--- config.mk ---
export PLATFORM = sky130hd
export DESIGN_NAME = watchdog_and_interrupt_unit
export DESIGN_NICKNAME = d
export VERILOG_FILES = /design/src/hdl/wdt_irq_pkg.sv /design/src/hdl/wdt_ctl_if.sv /design/src/hdl/wdt_counter.sv /design/src/hdl/watchdog_and_interrupt_unit.sv
export VERILOG_INCLUDE_DIRS = /design/src /design/src/hdl
export SDC_FILE = /design/constraint.sdc
export NUM_CORES = 1
export LEC_CHECK = 0
export CAP_MARGIN = 10
export CORE_AREA = 4 4 119 150
export CTS_CLUSTER_SIZE = 12
export DETAILED_ROUTE_END_ITERATION = 7
export DIE_AREA = 0 0 123 154
export DONT_BUFFER_PORTS = 1
export GPL_TIMING_DRIVEN = 0
export HOLD_SLACK_MARGIN = 0.05
export PLACE_DENSITY = 0.61
export SKIP_CTS_REPAIR_TIMING = 1
export SLEW_MARGIN = 10
export SYNTH_ARGS = -nofsm -noshare
export SYNTH_HDL_FRONTEND = slang
export SYNTH_SLANG_ARGS = --single-unit
--- constraint.sdc ---
create_clock -name clk -period 3.7 [get_ports clk]
set_input_delay 0.185 -clock clk [delete_from_list [all_inputs] [get_ports clk]]
set_output_delay 0.185 -clock clk [all_outputs]
set_load 0.02 [all_outputs]
--- src/hdl/wdt_irq_params.svh ---
`ifndef WDT_IRQ_PARAMS_SVH
`define WDT_IRQ_PARAMS_SVH

// ==========================================
// clock and watchdog timing
`define CLK_MHZ 25
`define WDT_BASE0_US 3500
`define WDT_BASE1_US 15000
`define WDT_BASE2_US 60000
`define WDT_BASE3_US 250000

// ==========================================
// register byte offsets
`define OFS_POWER_CTRL 8'h00
`define OFS_PRESCALE 8'h04
`define OFS_IRQ_FLAG 8'h08
`define OFS_IRQ_ENABLE 8'h0C
`define OFS_STATUS 8'h10
`define OFS_PORTB_CFG 8'h14

// ==========================================
// field positions
`define BIT_RUN_EN 7
`define BIT_ASSIGN 3
`define BIT_UPCNT 0
`define BIT_PORTCHG 1
`define BIT_EXTIRQ 2
`define BIT_DNCNT 3
`define BIT_WDTIRQ 6
`define BIT_TIMEOUT 4
`define BIT_GIE 0
`define BIT_EIS 16
`define BIT_EDGE 17

// ==========================================
// reset values and vectors
`define FLAG_MASK 8'h4F
`define RST_RUN_EN 1'b1
`define RST_TIMEOUT 1'b1
`define VEC_SOFT 11'h001
`define VEC_HARD 11'h008
`define RESP_OKAY 2'b00
`define RESP_SLVERR 2'b10

`endif

--- src/hdl/wdt_irq_pkg.sv ---
package wdt_irq_pkg;
  typedef enum logic [2:0] {
    SEL_POWER = 3'b000,
    SEL_PRESCALE = 3'b001,
    SEL_FLAG = 3'b010,
    SEL_ENABLE = 3'b011,
    SEL_STATUS = 3'b100,
    SEL_PORTB = 3'b101,
    SEL_NONE = 3'b111
  } reg_sel_t;
  typedef logic [7:0] irq_bits_t;
endpackage

--- src/hdl/wdt_ctl_if.sv ---
`timescale 1ns/1ps
interface wdt_ctl_if;
  logic runEn;
  logic clear;
  logic [1:0] periodSel;
  logic assignSel;
  logic [2:0] rate;
  logic irqMode;
  logic timeout;
  modport ctl (output runEn, clear, periodSel, assignSel, rate, irqMode, input timeout);
  modport wdt (input runEn, clear, periodSel, assignSel, rate, irqMode, output timeout);
endinterface

--- src/hdl/wdt_counter.sv ---
`timescale 1ns/1ps
`include "wdt_irq_params.svh"
module wdt_counter #(
  parameter int unsigned CYC0 = `WDT_BASE0_US * `CLK_MHZ,
  parameter int unsigned CYC1 = `WDT_BASE1_US * `CLK_MHZ,
  parameter int unsigned CYC2 = `WDT_BASE2_US * `CLK_MHZ,
  parameter int unsigned CYC3 = `WDT_BASE3_US * `CLK_MHZ
) (
  input wire logic clk,
  input wire logic rstn,
  wdt_ctl_if.wdt w
);
  // ==========================================
  // base period and prescaler
  logic [22:0] baseCnt_r;
  logic [7:0] psc_r;
  logic [22:0] baseLast;
  logic [8:0] divide;
  logic baseWrap;

  always_comb begin
    case (w.periodSel)
      2'd0: baseLast = 23'(CYC0 - 1);
      2'd1: baseLast = 23'(CYC1 - 1);
      2'd2: baseLast = 23'(CYC2 - 1);
      default: baseLast = 23'(CYC3 - 1);
    endcase
  end

  // with the assign bit at one, irq mode divides one step further than reset mode; at zero both divide by 1
  always_comb begin
    if (!w.assignSel) begin
      divide = 9'h001;
    end else if (w.irqMode) begin
      divide = 9'(9'h002 << w.rate);
    end else begin
      divide = 9'(9'h001 << w.rate);
    end
  end

  assign baseWrap = w.runEn && (baseCnt_r == baseLast);
  assign w.timeout = baseWrap && ({1'b0, psc_r} == 9'(divide - 9'h001));

  // no sleep input: counting ignores standby and halt on purpose
  always_ff @(posedge clk or negedge rstn) begin
    if (!rstn) begin
      baseCnt_r <= 23'h00_0000;
    end else if (w.clear || baseWrap) begin
      baseCnt_r <= 23'h00_0000;
    end else if (w.runEn) begin
      baseCnt_r <= baseCnt_r + 23'h00_0001;
    end
  end

  always_ff @(posedge clk or negedge rstn) begin
    if (!rstn) begin
      psc_r <= 8'h00;
    end else if (w.clear || w.timeout) begin
      psc_r <= 8'h00;
    end else if (baseWrap) begin
      psc_r <= psc_r + 8'h01;
    end
  end

  a_clear_zeroes: assert property (@(posedge clk) disable iff (!rstn)
    w.clear |=> (baseCnt_r == 23'h00_0000) && (psc_r == 8'h00))
    else $error("watchdog clear did not zero counters");
endmodule

--- src/hdl/watchdog_and_interrupt_unit.sv ---
`timescale 1ns/1ps
`include "wdt_irq_params.svh"
// Notes on behaviour
// - run-enable bit gates watchdog counting when the option enables it
// - timeout resets the device or requests an interrupt, per option
// - every watchdog timeout clears the timeout status flag
// - base period 3.5, 15, 60 or 250 ms from a two-bit option
// - assign bit at one routes the shared prescaler to the watchdog
// - rate field divides 1..128 in reset mode, 2..256 in irq mode
// - watchdog-clear with assign bit at one zeroes counter and prescaler, sets timeout status
// - irq mode expiry sets watchdog flag; request needs enable and global
// - watchdog keeps counting in standby and halt
// - software interrupt vectors to 0x001 always and clears global enable
// - enable/disable instructions set/clear global enable; gates hardware irqs
// - return-from-isr sets global enable and resumes
// - each hardware event sets a sticky flag cleared by writing zero
// - a flag reads set only when its enable bit is one
// - pending enabled flag with global enable vectors to 0x008, clears global
// - up-counter overflow sets its flag
// - down-counter underflow sets its flag
// - level change on enabled input port-B pins sets port-change flag
// - external irq selection disables change detection on pin 0
// - selected edge on pin 0 sets external irq flag
// - up-counter flag and enable sit at bit 0
// - down-counter flag and enable sit at bit 3
module watchdog_and_interrupt_unit
  import wdt_irq_pkg::*;
#(
  parameter int unsigned WDT_CYC0 = `WDT_BASE0_US * `CLK_MHZ,
  parameter int unsigned WDT_CYC1 = `WDT_BASE1_US * `CLK_MHZ,
  parameter int unsigned WDT_CYC2 = `WDT_BASE2_US * `CLK_MHZ,
  parameter int unsigned WDT_CYC3 = `WDT_BASE3_US * `CLK_MHZ
) (
  input wire logic clk,
  input wire logic rstn,
  input wire logic [7:0] s_axi_awaddr,
  input wire logic s_axi_awvalid,
  output logic s_axi_awready,
  input wire logic [31:0] s_axi_wdata,
  input wire logic [3:0] s_axi_wstrb,
  input wire logic s_axi_wvalid,
  output logic s_axi_wready,
  output logic [1:0] s_axi_bresp,
  output logic s_axi_bvalid,
  input wire logic s_axi_bready,
  input wire logic [7:0] s_axi_araddr,
  input wire logic s_axi_arvalid,
  output logic s_axi_arready,
  output logic [31:0] s_axi_rdata,
  output logic [1:0] s_axi_rresp,
  output logic s_axi_rvalid,
  input wire logic s_axi_rready,
  input wire logic cfgWdtEnable,
  input wire logic cfgWdtIrqMode,
  input wire logic [1:0] cfgWdtPeriod,
  input wire logic instrBoundary,
  input wire logic watchdogClearInstr,
  input wire logic enableIrqInstr,
  input wire logic disableIrqInstr,
  input wire logic softIrqInstr,
  input wire logic returnFromIsrInstr,
  input wire logic upcounterOverflow,
  input wire logic downcounterUnderflow,
  input wire logic [7:0] portBPins,
  output logic vectorValid,
  output logic [10:0] vectorAddr,
  output logic wdtResetReq,
  output logic irqPending
);
  // ==========================================
  // address decode
  function automatic reg_sel_t decodeAddr(input logic [7:0] a);
    case (a)
      `OFS_POWER_CTRL: decodeAddr = SEL_POWER;
      `OFS_PRESCALE: decodeAddr = SEL_PRESCALE;
      `OFS_IRQ_FLAG: decodeAddr = SEL_FLAG;
      `OFS_IRQ_ENABLE: decodeAddr = SEL_ENABLE;
      `OFS_STATUS: decodeAddr = SEL_STATUS;
      `OFS_PORTB_CFG: decodeAddr = SEL_PORTB;
      default: decodeAddr = SEL_NONE;
    endcase
  endfunction

  // ==========================================
  // state
  logic runEn_r;
  logic assignSel_r;
  logic [2:0] rate_r;
  irq_bits_t flags_r;
  irq_bits_t flags_nxt;
  irq_bits_t enable_r;
  logic gie_r;
  logic timeoutStatus_r;
  logic [7:0] changeEn_r;
  logic [7:0] inputMask_r;
  logic eis_r;
  logic edgeSel_r;
  logic optEnable_r;
  logic optIrqMode_r;
  logic [1:0] optPeriod_r;
  logic strapDone_r;
  logic [7:0] pinMeta_r;
  logic [7:0] pinSync_r;
  logic [7:0] pinPrev_r;
  logic [1:0] primeCnt_r;

  // ==========================================
  // write channel: address and data latched separately
  logic awHeld_r;
  logic [7:0] awAddr_r;
  logic wHeld_r;
  logic [31:0] wData_r;
  logic [3:0] wStrb_r;
  logic bvalid_r;
  logic [1:0] bresp_r;
  logic wrFire;
  reg_sel_t wrSel;

  assign s_axi_awready = !awHeld_r && !bvalid_r;
  assign s_axi_wready = !wHeld_r && !bvalid_r;
  assign s_axi_bvalid = bvalid_r;
  assign s_axi_bresp = bresp_r;
  assign wrFire = awHeld_r && wHeld_r && !bvalid_r;
  assign wrSel = decodeAddr(awAddr_r);

  always_ff @(posedge clk or negedge rstn) begin
    if (!rstn) begin
      awHeld_r <= 1'b0;
      awAddr_r <= 8'h00;
      wHeld_r <= 1'b0;
      wData_r <= 32'h0000_0000;
      wStrb_r <= 4'h0;
    end else begin
      if (s_axi_awvalid && s_axi_awready) begin
        awHeld_r <= 1'b1;
        awAddr_r <= s_axi_awaddr;
      end else if (wrFire) begin
        awHeld_r <= 1'b0;
      end
      if (s_axi_wvalid && s_axi_wready) begin
        wHeld_r <= 1'b1;
        wData_r <= s_axi_wdata;
        wStrb_r <= s_axi_wstrb;
      end else if (wrFire) begin
        wHeld_r <= 1'b0;
      end
    end
  end

  always_ff @(posedge clk or negedge rstn) begin
    if (!rstn) begin
      bvalid_r <= 1'b0;
      bresp_r <= `RESP_OKAY;
    end else if (wrFire) begin
      bvalid_r <= 1'b1;
      bresp_r <= (wrSel == SEL_NONE) ? `RESP_SLVERR : `RESP_OKAY;
    end else if (s_axi_bready) begin
      bvalid_r <= 1'b0;
    end
  end

  // ==========================================
  // read channel
  logic rvalid_r;
  logic [31:0] rdata_r;
  logic [1:0] rresp_r;
  logic [31:0] rdMux;
  reg_sel_t rdSel;

  assign s_axi_arready = !rvalid_r;
  assign s_axi_rvalid = rvalid_r;
  assign s_axi_rdata = rdata_r;
  assign s_axi_rresp = rresp_r;
  assign rdSel = decodeAddr(s_axi_araddr);

  always_comb begin
    rdMux = 32'h0000_0000;
    case (rdSel)
      SEL_POWER: rdMux[`BIT_RUN_EN] = runEn_r;
      SEL_PRESCALE: rdMux[3:0] = {assignSel_r, rate_r};
      SEL_FLAG: rdMux[7:0] = flags_r & enable_r;
      SEL_ENABLE: rdMux[7:0] = enable_r;
      SEL_STATUS: begin
        rdMux[`BIT_TIMEOUT] = timeoutStatus_r;
        rdMux[`BIT_GIE] = gie_r;
      end
      SEL_PORTB: rdMux[17:0] = {edgeSel_r, eis_r, inputMask_r, changeEn_r};
      default: rdMux = 32'h0000_0000;
    endcase
  end

  always_ff @(posedge clk or negedge rstn) begin
    if (!rstn) begin
      rvalid_r <= 1'b0;
      rdata_r <= 32'h0000_0000;
      rresp_r <= `RESP_OKAY;
    end else if (s_axi_arvalid && s_axi_arready) begin
      rvalid_r <= 1'b1;
      rdata_r <= rdMux;
      rresp_r <= (rdSel == SEL_NONE) ? `RESP_SLVERR : `RESP_OKAY;
    end else if (s_axi_rready) begin
      rvalid_r <= 1'b0;
    end
  end

  // ==========================================
  // software-written control
  always_ff @(posedge clk or negedge rstn) begin
    if (!rstn) begin
      runEn_r <= `RST_RUN_EN;
      assignSel_r <= 1'b0;
      rate_r <= 3'h0;
      enable_r <= 8'h00;
      changeEn_r <= 8'h00;
      inputMask_r <= 8'h00;
      eis_r <= 1'b0;
      edgeSel_r <= 1'b0;
    end else if (wrFire) begin
      case (wrSel)
        SEL_POWER: if (wStrb_r[0]) runEn_r <= wData_r[`BIT_RUN_EN];
        SEL_PRESCALE: if (wStrb_r[0]) {assignSel_r, rate_r} <= wData_r[3:0];
        SEL_ENABLE: if (wStrb_r[0]) enable_r <= wData_r[7:0] & `FLAG_MASK;
        SEL_PORTB: begin
          if (wStrb_r[0]) changeEn_r <= wData_r[7:0];
          if (wStrb_r[1]) inputMask_r <= wData_r[15:8];
          if (wStrb_r[2]) {edgeSel_r, eis_r} <= wData_r[`BIT_EDGE:`BIT_EIS];
        end
        default: ;
      endcase
    end
  end

  // configuration options, caught once after reset release
  always_ff @(posedge clk or negedge rstn) begin
    if (!rstn) begin
      strapDone_r <= 1'b0;
      optEnable_r <= 1'b0;
      optIrqMode_r <= 1'b0;
      optPeriod_r <= 2'b00;
    end else if (!strapDone_r) begin
      strapDone_r <= 1'b1;
      optEnable_r <= cfgWdtEnable;
      optIrqMode_r <= cfgWdtIrqMode;
      optPeriod_r <= cfgWdtPeriod;
    end
  end

  // ==========================================
  // watchdog
  wdt_ctl_if wdtBus ();
  logic wdtTimeout;

  assign wdtBus.runEn = strapDone_r && optEnable_r && runEn_r;
  assign wdtBus.clear = watchdogClearInstr && assignSel_r;
  assign wdtBus.periodSel = optPeriod_r;
  assign wdtBus.assignSel = assignSel_r;
  assign wdtBus.rate = rate_r;
  assign wdtBus.irqMode = optIrqMode_r;
  assign wdtTimeout = wdtBus.timeout;

  wdt_counter #(
    .CYC0(WDT_CYC0),
    .CYC1(WDT_CYC1),
    .CYC2(WDT_CYC2),
    .CYC3(WDT_CYC3)
  ) u_wdt (
    .clk(clk),
    .rstn(rstn),
    .w(wdtBus)
  );

  // timeout wins over a same-cycle clear instruction
  always_ff @(posedge clk or negedge rstn) begin
    if (!rstn) begin
      timeoutStatus_r <= `RST_TIMEOUT;
    end else if (wdtTimeout) begin
      timeoutStatus_r <= 1'b0;
    end else if (wdtBus.clear) begin
      timeoutStatus_r <= 1'b1;
    end
  end

  always_ff @(posedge clk or negedge rstn) begin
    if (!rstn) begin
      wdtResetReq <= 1'b0;
    end else begin
      wdtResetReq <= wdtTimeout && !optIrqMode_r;
    end
  end

  // ==========================================
  // port-B pin sampling
  always_ff @(posedge clk or negedge rstn) begin
    if (!rstn) begin
      pinMeta_r <= 8'h00;
      pinSync_r <= 8'h00;
      pinPrev_r <= 8'h00;
      primeCnt_r <= 2'd0;
    end else begin
      pinMeta_r <= portBPins;
      pinSync_r <= pinMeta_r;
      pinPrev_r <= pinSync_r;
      if (primeCnt_r != 2'd3) primeCnt_r <= primeCnt_r + 2'd1;
    end
  end

  // change detection stays quiet until the sync pipe holds real samples
  logic [7:0] changeMask;
  logic [7:0] pinChanged;
  logic portChange;
  logic extEdge;

  assign changeMask = changeEn_r & inputMask_r & {7'h7F, !eis_r};
  genvar gi;
  generate
    for (gi = 0; gi < 8; gi++) begin : g_pin
      assign pinChanged[gi] = changeMask[gi] && (pinSync_r[gi] != pinPrev_r[gi]);
    end
  endgenerate
  assign portChange = (primeCnt_r == 2'd3) && (|pinChanged);
  // edge select one picks rising, zero falling
  assign extEdge = (primeCnt_r == 2'd3) && eis_r &&
    (edgeSel_r ? (pinSync_r[0] && !pinPrev_r[0]) : (!pinSync_r[0] && pinPrev_r[0]));

  // ==========================================
  // sticky flags
  irq_bits_t setVec;
  always_comb begin
    setVec = 8'h00;
    setVec[`BIT_UPCNT] = upcounterOverflow;
    setVec[`BIT_DNCNT] = downcounterUnderflow;
    setVec[`BIT_WDTIRQ] = wdtTimeout && optIrqMode_r;
    setVec[`BIT_PORTCHG] = portChange;
    setVec[`BIT_EXTIRQ] = extEdge;
  end

  always_comb begin
    flags_nxt = flags_r;
    if (wrFire && (wrSel == SEL_FLAG) && wStrb_r[0]) begin
      flags_nxt = flags_r & wData_r[7:0];
    end
    flags_nxt = (flags_nxt | setVec) & `FLAG_MASK;
  end

  always_ff @(posedge clk or negedge rstn) begin
    if (!rstn) begin
      flags_r <= 8'h00;
    end else begin
      flags_r <= flags_nxt;
    end
  end

  // ==========================================
  // global enable and vectoring
  logic hwTake;
  assign irqPending = |(flags_r & enable_r);
  assign hwTake = instrBoundary && gie_r && irqPending && !softIrqInstr;

  always_ff @(posedge clk or negedge rstn) begin
    if (!rstn) begin
      gie_r <= 1'b0;
    end else if (softIrqInstr || hwTake) begin
      gie_r <= 1'b0;
    end else if (enableIrqInstr || returnFromIsrInstr) begin
      gie_r <= 1'b1;
    end else if (disableIrqInstr) begin
      gie_r <= 1'b0;
    end
  end

  always_ff @(posedge clk or negedge rstn) begin
    if (!rstn) begin
      vectorValid <= 1'b0;
      vectorAddr <= 11'h000;
    end else begin
      vectorValid <= softIrqInstr || hwTake;
      if (softIrqInstr) begin
        vectorAddr <= `VEC_SOFT;
      end else if (hwTake) begin
        vectorAddr <= `VEC_HARD;
      end
    end
  end

  // ==========================================
  // checks
  a_soft_vector: assert property (@(posedge clk) disable iff (!rstn)
    softIrqInstr |=> vectorValid && (vectorAddr == `VEC_SOFT) && !gie_r)
    else $error("software interrupt did not vector to 0x001");

  a_hard_vector: assert property (@(posedge clk) disable iff (!rstn)
    (instrBoundary && gie_r && irqPending && !softIrqInstr)
      |=> vectorValid && (vectorAddr == `VEC_HARD) && !gie_r)
    else $error("pending interrupt did not vector to 0x008");

  a_gie_gate: assert property (@(posedge clk) disable iff (!rstn)
    (!gie_r && !softIrqInstr) |=> !vectorValid)
    else $error("vector issued with global enable clear");

  a_gie_return: assert property (@(posedge clk) disable iff (!rstn)
    (returnFromIsrInstr && !softIrqInstr && !hwTake) |=> gie_r)
    else $error("return did not set global enable");

  a_boundary_only: assert property (@(posedge clk) disable iff (!rstn)
    (!instrBoundary && !softIrqInstr) |=> !vectorValid)
    else $error("vector outside instruction boundary");

  a_event_wins: assert property (@(posedge clk) disable iff (!rstn)
    upcounterOverflow |=> flags_r[`BIT_UPCNT])
    else $error("up-counter event lost");

  a_flag_sticky: assert property (@(posedge clk) disable iff (!rstn)
    (flags_r[`BIT_DNCNT] && !(wrFire && wrSel == SEL_FLAG)) |=> flags_r[`BIT_DNCNT])
    else $error("flag dropped without a write");

  a_read_masked: assert property (@(posedge clk) disable iff (!rstn)
    (s_axi_arvalid && s_axi_arready && rdSel == SEL_FLAG)
      |=> ((rdata_r[7:0] & ~$past(enable_r)) == 8'h00))
    else $error("flag visible while disabled");

  a_timeout_clears: assert property (@(posedge clk) disable iff (!rstn)
    wdtTimeout |=> !timeoutStatus_r)
    else $error("timeout left status flag set");

  a_timeout_route: assert property (@(posedge clk) disable iff (!rstn)
    wdtTimeout |=> (wdtResetReq != optIrqMode_r) &&
      (flags_r[`BIT_WDTIRQ] == optIrqMode_r || $past(flags_r[`BIT_WDTIRQ])))
    else $error("timeout routed wrongly");

  a_eis_blocks: assert property (@(posedge clk) disable iff (!rstn)
    (eis_r && (pinChanged[7:1] == 7'h00)) |-> !portChange)
    else $error("pin 0 change counted with external irq selected");

  a_run_gate: assert property (@(posedge clk) disable iff (!rstn)
    !wdtBus.runEn |-> !wdtTimeout)
    else $error("watchdog expired while stopped");
endmodule

==> flow_metrics.py, run 1 <==
metrics = {
    "clock_tree": {
        "cts.htree.levels": 4,
        "cts_made_buffers": 17,
        "path_clk_slew_ps": 60,
        "cts-root-buf": "clkbuf_16",
        "cts_max_path_buffers": 2,
        "clkSinkCount": 154,
        "tritoncts": "done",
        "clock_latency_ps": 420,
    },
    "critical_path": {
        "regToRegSetupSlack_ps": 580,
        "crit_path_end_kind": "flop",
        "arrival_ps": 3420,
        "startpoint_type": "flop",
        "crit_slowest_cell": "dfrtp_1",
        "cp_top_family": "simple AND/OR/NAND/NOR gates",
        "crit_path_max_fanout": 10,
        "worstPathRequired_ps": 4000,
        "crit_path_cell_trace": "inv_1 > ha_1 > buf_4 > or3b_2 > ha_1 > xnor2_1 > xnor2_1 > nor4b_1 > nand4_1 > o21ai_4 > o22ai_1",
        "cp.buffers_inverters": 2,
        "crit_type": "reg -> reg",
        "slowest_delay_ps": 460,
    },
    "finish": {
        "diodes": 0,
        "fin_nets": 846,
        "stdcell_count": 984,
        "seq_area_um2": 3856,
        "fin_util_pct": 52.79,
        "drive_gt1_share_pct": 19.37,
        "multiInputGateArea_um2": 3184,
        "final_area_um2": 8717,
        "area_growth_syn_to_layout_pct": 19.26,
        "nFillCells": 1444,
    },
    "grt": {
        "track_usage_pct": 18.08,
        "grt_pass1_vias": 5185,
        "grt_first_pass_wirelength_um": 26690,
        "overflow": 0,
        "antenna_found_initial": 0,
        "grt_max_degree": 155,
    },
    "synth": {
        "synth_area_um2": 7310,
        "synth_warnings": 0,
        "synth_area_leaders": "dfrtp_1, mux2_2, nand2_1, xor2_1, nor2_1",
        "yosys.area_share.simple_pct": 15.95,
        "ys_seq_area_share_pct": 52.76,
        "synth-compound-area-share_pct": 7.686,
        "yosys.area_share.adder_pct": 2.739,
        "synth_most_common_cell": "dfrtp_1",
        "synth_top_family_by_area": "simple AND/OR/NAND/NOR gates",
        "yosys_register_bits": 154,
        "yosysTopAreaCellShare_pct": 52.04,
        "synth_cells": 659,
        "yosysTopAreaCell": "dfrtp_1",
        "synthTopCellsByCount": "dfrtp_1, mux2_2, nand2_1, nor2_1, nand3_1",
        "syn-mean-instance-area_um2": 11.09,
        "synth-edff-count": 0,
        "ys.flop_type": "dfrtp_1",
        "ys_async_sr_fraction_pct": 100.0,
        "synthXorXnorAreaFrac_pct": 5.152,
        "synthMuxAreaShare_pct": 10.70,
        "ys_types": 65,
    },
    "placed_design": {
        "placed_cells": 903,
        "place.gp.congestion": 0.8834,
        "place_area_um2": 7675,
        "dp_hpwl_um": 11760,
        "place_ws_ps": 556.7,
        "portBuffers": 0,
    },
    "hold_path": {
        "hold_class": "in -> async",
    },
    "die": {
        "num_rows": 53,
        "coreArea_um2": 16510,
        "dieArea_um2": 18940,
        "fp.dieH_um": 154,
        "initial_utilization_pct": 44.27,
        "die_w_um": 123,
        "ios": 134,
    },
    "run_status": {
        "failed_checks": "hold timing",
        "status": "finished, violations left",
    },
    "drt": {
        "drt_drc_violations_left": 0,
        "drtIter0Drc": 272,
        "routedWlPerCell_um": 16.61,
        "via_per_inst": 5.272,
        "first_pass_iters": 4,
        "wirelength_um": 16340,
        "vias": 5188,
        "detail-route-antenna-nets": 0,
    },
    "timing": {
        "holdWs_ps": -538.1,
        "hold_violations": 154,
        "finalCritPeriodShare_pct": 84.26,
        "max-slew-margin-rel_pct": 39.35,
        "rsz0062_at_grt": "false",
        "tightest_slew_ps": 902.8,
        "fmax_ghz": 0.3207,
        "fin_skew_ps": 10.13,
        "timing.final.ws_setup_ps": 582.3,
        "setup-violations-final": 0,
        "setup_tns_ps": 0,
        "fin_crit_ps": 3118,
        "report.final.slew_viol_count": 0,
    },
    "power_and_ir_drop": {
        "leakagePower_nw": 3.957,
        "p_per_area_nw_per_um2": 518.3,
        "ir_drop_uv": 334.8,
    },
    "run": {
        "drv_cap": 0,
    },
}
registers in the layout, indices dropped and copies added, names as in the netlist, 3 cells and up:
| signal | flops |
|---|---|
| wStrb_r | 3 |
| awAddr_r | 8 |
| u_wdt.psc_r | 8 |
| flags_r | 5 |
| inputMask_r | 8 |
| u_wdt.baseCnt_r | 23 |
| rate_r | 3 |
| pinSync_r | 8 |
| pinPrev_r | 8 |
| pinMeta_r | 8 |
| s_axi_rdata | 18 |
| wData_r | 18 |
| changeEn_r | 8 |
| enable_r | 5 |
worst reg2reg max path, cell delays in order (launching register included):
cell,delay [ps]
dfrtp_1,460
inv_1,80
ha_1,310
buf_4,180
or3b_2,470
ha_1,240
xnor2_1,200
xnor2_1,100
nor4b_1,290
nand4_1,280
o21ai_4,310
o22ai_1,100
layout make-up:
cell class / count / share of cell area (%)
buffer: 48 / 3.430
clock buffer: 19 / 5.081
clock inverter: 13 / 1.249
inverter: 16 / 0.6890
multi-input combinational: 465 / 36.53
sequential: 154 / 44.24
tap: 220 / 3.158
timing repair buffer: 49 / 5.627
kinds of logic after synthesis:
logic type	count (synthesis)
AO/OA/AOI/OAI	81
XOR/XNOR	43
adder cells (fa/ha/maj)	16
buffers and inverters	64
flip-flops	154
multiplexers	70
other	2
AND/OR/NAND/NOR	229
stage by stage:
stage                     power, mW  hold slack [ps]
after floorplan               2.712           -110.6
after global placement        2.861           -102.8
after detailed placement      2.894           -97.42
after CTS                     4.519           -555.2
after global routing          4.751           -563.3
final                         4.518           -538.1
power breakdown:
part,switching [mW],internal (mW),leakage [nW]
Sequential,0.252,1.96,1.96
Clock,0.722,0.889,0.258
Combinational,0.326,0.371,1.74
cells in the final DEF, fill, tap and decap left out, drive strengths merged, types with 4 or more instances in the layout:
master       synthesis  final
clkinv               0      4
a211oi               4      4
nand3b               6      6
ha                  16     16
or3b                 5      5
o211ai               6      6
nand2               62     62
nand3               31     31
and3                12     12
o22ai                4      4
or3                  6      6
mux2i                5      5
buf                 41     41
inv                 16     21
a22oi                5      5
nand2b               7      7
conb                 2     26
xor2                25     25
nand4               11     11
clkbuf               7     26
a21oi               12     12
o2111ai              5      5
dlygate4sd3          0     49
o21ai               22     22
mux2                65     65
nor2                56     56
nor3                 9      9
dfrtp              152    152
xnor2               18     18
clkinvlp             0      4
routing by layer:
layer  vias up  share of wire, %  wire [um]  GRT usage, %
met2       124                54       8830         31.67
met5         -                 0          0             0
met1      2608                40       6504         20.81
met3        18               5.0        823         5.703
met4         0               1.1        182         5.858
li1       2438                 -          -             -
worst paths after layout:
kind | startpoint | endpoint | cells past startpoint
min reg2reg | pinMeta_r[1]$_DFF_PN0_ | pinSync_r[1]$_DFF_PN0_ | 0
min in group clk | s_axi_araddr[2] | s_axi_rdata[4]$_DFFE_PN0P_ | 3
max reg2reg | optIrqMode_r$_DFFE_PN0N_ | u_wdt.psc_r[1]$_DFFE_PN0P_ | 11
max in group asynchronous | rstn | runEn_r$_DFFE_PN1P_ | 0
min | rstn | u_wdt.psc_r[5]$_DFFE_PN0P_ | 0
max | optIrqMode_r$_DFFE_PN0N_ | u_wdt.psc_r[1]$_DFFE_PN0P_ | 11
No activity file was read; power rests on OpenSTA's default activity.
==> inputs of run 2 (changes only) <==
PLACE_DENSITY = 0.63   (was 0.61)
clock period = 2.8 ns   (was 3.7 ns; I/O delays follow)
==> run 2 against run 1 <==
Compared with the run above:
- combinational power is 39% higher
- cell count is 1.0% higher
- critical path depth is 1 higher
- critical path type unchanged
- via count is 0.54% higher
- power is 39% higher
- routed wire length is 1.6% higher
- fmax is 16% higher
- the run still ends with hold timing left
- sequential power is 32% higher
- register-to-register slack worse by 470 ps
- flip-flop and latch count stayed put
- largest cell class unchanged
==> flow_metrics.py, run 2 (same netlist as run 1, synthesis figures left out) <==
metrics = {
    "critical_path": {
        "crit_path_end_kind": "flop",
        "arrival_ps": 2980,
        "crit_path_max_fanout": 7,
        "startpoint_type": "flop",
        "cp-startpoint": "optIrqMode_r$_DFFE_PN0N_",
        "crit_type": "reg -> reg",
        "worstPathRequired_ps": 3100,
        "ff2ff_path_depth": 12,
        "endpoint": "u_wdt.psc_r[1]$_DFFE_PN0P_",
        "regToRegSetupSlack_ps": 110,
        "rr_endpoint": "u_wdt.psc_r[1]$_DFFE_PN0P_",
        "reg2reg_from": "optIrqMode_r$_DFFE_PN0N_",
    },
    "finish": {
        "largest_register_ffs": 23,
        "drive_gt1_share_pct": 21.83,
        "fin_nets": 856,
        "fin_util_pct": 54.12,
        "layout_commonest_cell": "dfrtp_1",
        "final_cell_mix": "dfrtp_1, mux2_2, nand2_1, nor2_1, dlygate4sd3_1",
        "stdcell_count": 994,
        "largest-register": "u_wdt.baseCnt_r",
        "final_area_um2": 8936,
        "diodes": 0,
        "area_growth_syn_to_layout_pct": 22.25,
    },
    "timing": {
        "max-slew-margin-rel_pct": 38.31,
        "tightest_slew_ps": 918.3,
        "report.final.slew_viol_count": 0,
        "rsz0062_at_grt": "true",
        "setup_tns_ps": 0,
        "fmax_ghz": 0.3724,
        "finalCritPeriodShare_pct": 95.91,
        "fin_crit_ps": 2686,
        "fin_skew_ps": 7.935,
        "holdWs_ps": -589.4,
        "hold_violations": 154,
        "setup-violations-final": 0,
    },
    "placed_design": {
        "dp_hpwl_um": 11940,
        "place.gp.congestion": 0.8640,
        "place_area_um2": 7675,
        "portBuffers": 0,
        "placed_cells": 903,
    },
    "die": {
        "initial_utilization_pct": 44.27,
        "fp.dieH_um": 154,
        "ios": 134,
        "dieArea_um2": 18940,
        "die_w_um": 123,
        "num_rows": 53,
        "coreArea_um2": 16510,
    },
    "run_status": {
        "failed_checks": "hold timing",
        "status": "finished, violations left",
    },
    "clock_tree": {
        "path_clk_slew_ps": 60,
        "cts_max_path_buffers": 2,
        "cts.htree.levels": 4,
        "clock_latency_ps": 420,
        "clkSinkCount": 154,
        "cts-root-buf": "clkbuf_16",
        "cts_made_buffers": 17,
        "tritoncts": "done",
    },
    "drt": {
        "wirelength_um": 16600,
        "first_pass_iters": 4,
        "drtIter0Drc": 317,
        "drt_drc_violations_left": 0,
        "detail-route-antenna-nets": 0,
        "routedWlPerCell_um": 16.70,
        "via_per_inst": 5.247,
        "vias": 5216,
    },
    "power_and_ir_drop": {
        "ir_drop_uv": 531.8,
        "leakagePower_nw": 4.042,
        "p_per_area_nw_per_um2": 703.7,
        "finalPower_mw": 6.288,
    },
    "run": {
        "drv_cap": 0,
    },
    "grt": {
        "track_usage_pct": 17.73,
        "antenna_found_initial": 0,
        "grt_max_degree": 155,
        "overflow": 0,
        "grt_first_pass_wirelength_um": 26080,
        "grt_pass1_vias": 5159,
    },
    "hold_path": {
        "hold_class": "in -> async",
    },
}
==> run 2: cell types whose count changed in the layout (fill, tap and decap cells not counted), moves of 2 or more <==
| cell | previous run | this run |
|---|---|---|
| buf_4 | 26 | 33 |
| dfrtp_2 | 0 | 4 |
| ha_4 | 0 | 2 |
| bufinv_16 | 0 | 3 |
| ha_1 | 16 | 14 |
| dfrtp_1 | 152 | 148 |
| buf_6 | 1 | 3 |
| clkinv_4 | 4 | 1 |
==> run 2: power breakdown <==
group | leakage [nW] | internal (mW) | switching, mW
Combinational | 1.80 | 0.527 | 0.445
Clock | 0.286 | 1.42 | 0.971
Sequential | 1.96 | 2.59 | 0.335
==> run 2: cell type report <==
cell class	instances	area, um2
clock buffer	18	429.2
buffer	48	305.3
timing repair buffer	59	571.8
multi-input combinational	465	3249
inverter	16	60.06
clock inverter	14	183.9
tap	220	275.3
fill	1384	7576
sequential	154	3861
==> run 2: worst min path at each step <==
stage,start,to,cells after the start
detailed placement,rstn,s_axi_rresp[1]$_DFFE_PN0P_,0
CTS,rstn,u_wdt.psc_r[5]$_DFFE_PN0P_,0
global route,rstn,s_axi_rdata[3]$_DFFE_PN0P_,0
finish,rstn,s_axi_rresp[1]$_DFFE_PN0P_,0
floorplan,rstn,assignSel_r$_DFFE_PN0P_,0
global placement,rstn,u_wdt.psc_r[7]$_DFFE_PN0P_,0
==> run 2: worst max-delay path, stage by stage, from the launching register on <==
cell and delay [ps]:
dfrtp_2 410, inv_2 50, ha_4 270, buf_6 110, or3b_4 390, ha_4 190
xnor2_2 130, xnor2_1 150, nor4b_2 240, nand4_1 120, buf_6 150, o21ai_4 220
o22ai_2 110
==> run 2: metal layers <==
layer | vias to the layer above | wire length, um | global-route usage, %
met3 | 28 | 958 | 6.402
met1 | 2579 | 6300 | 19.28
met2 | 133 | 8985 | 30.96
li1 | 2476 | - | -
met4 | 0 | 354 | 7.230
met5 | - | 0 | 0
==> run 2: stage by stage <==
step	setup WS, ps	hold slack [ps]
finish	114.5	-589.4
global route	-56.82	-608.8
CTS	-363.9	-607.2
detailed placement	-343.3	-142.5
global placement	-282.7	-147.3
floorplan	43.27	-155.6
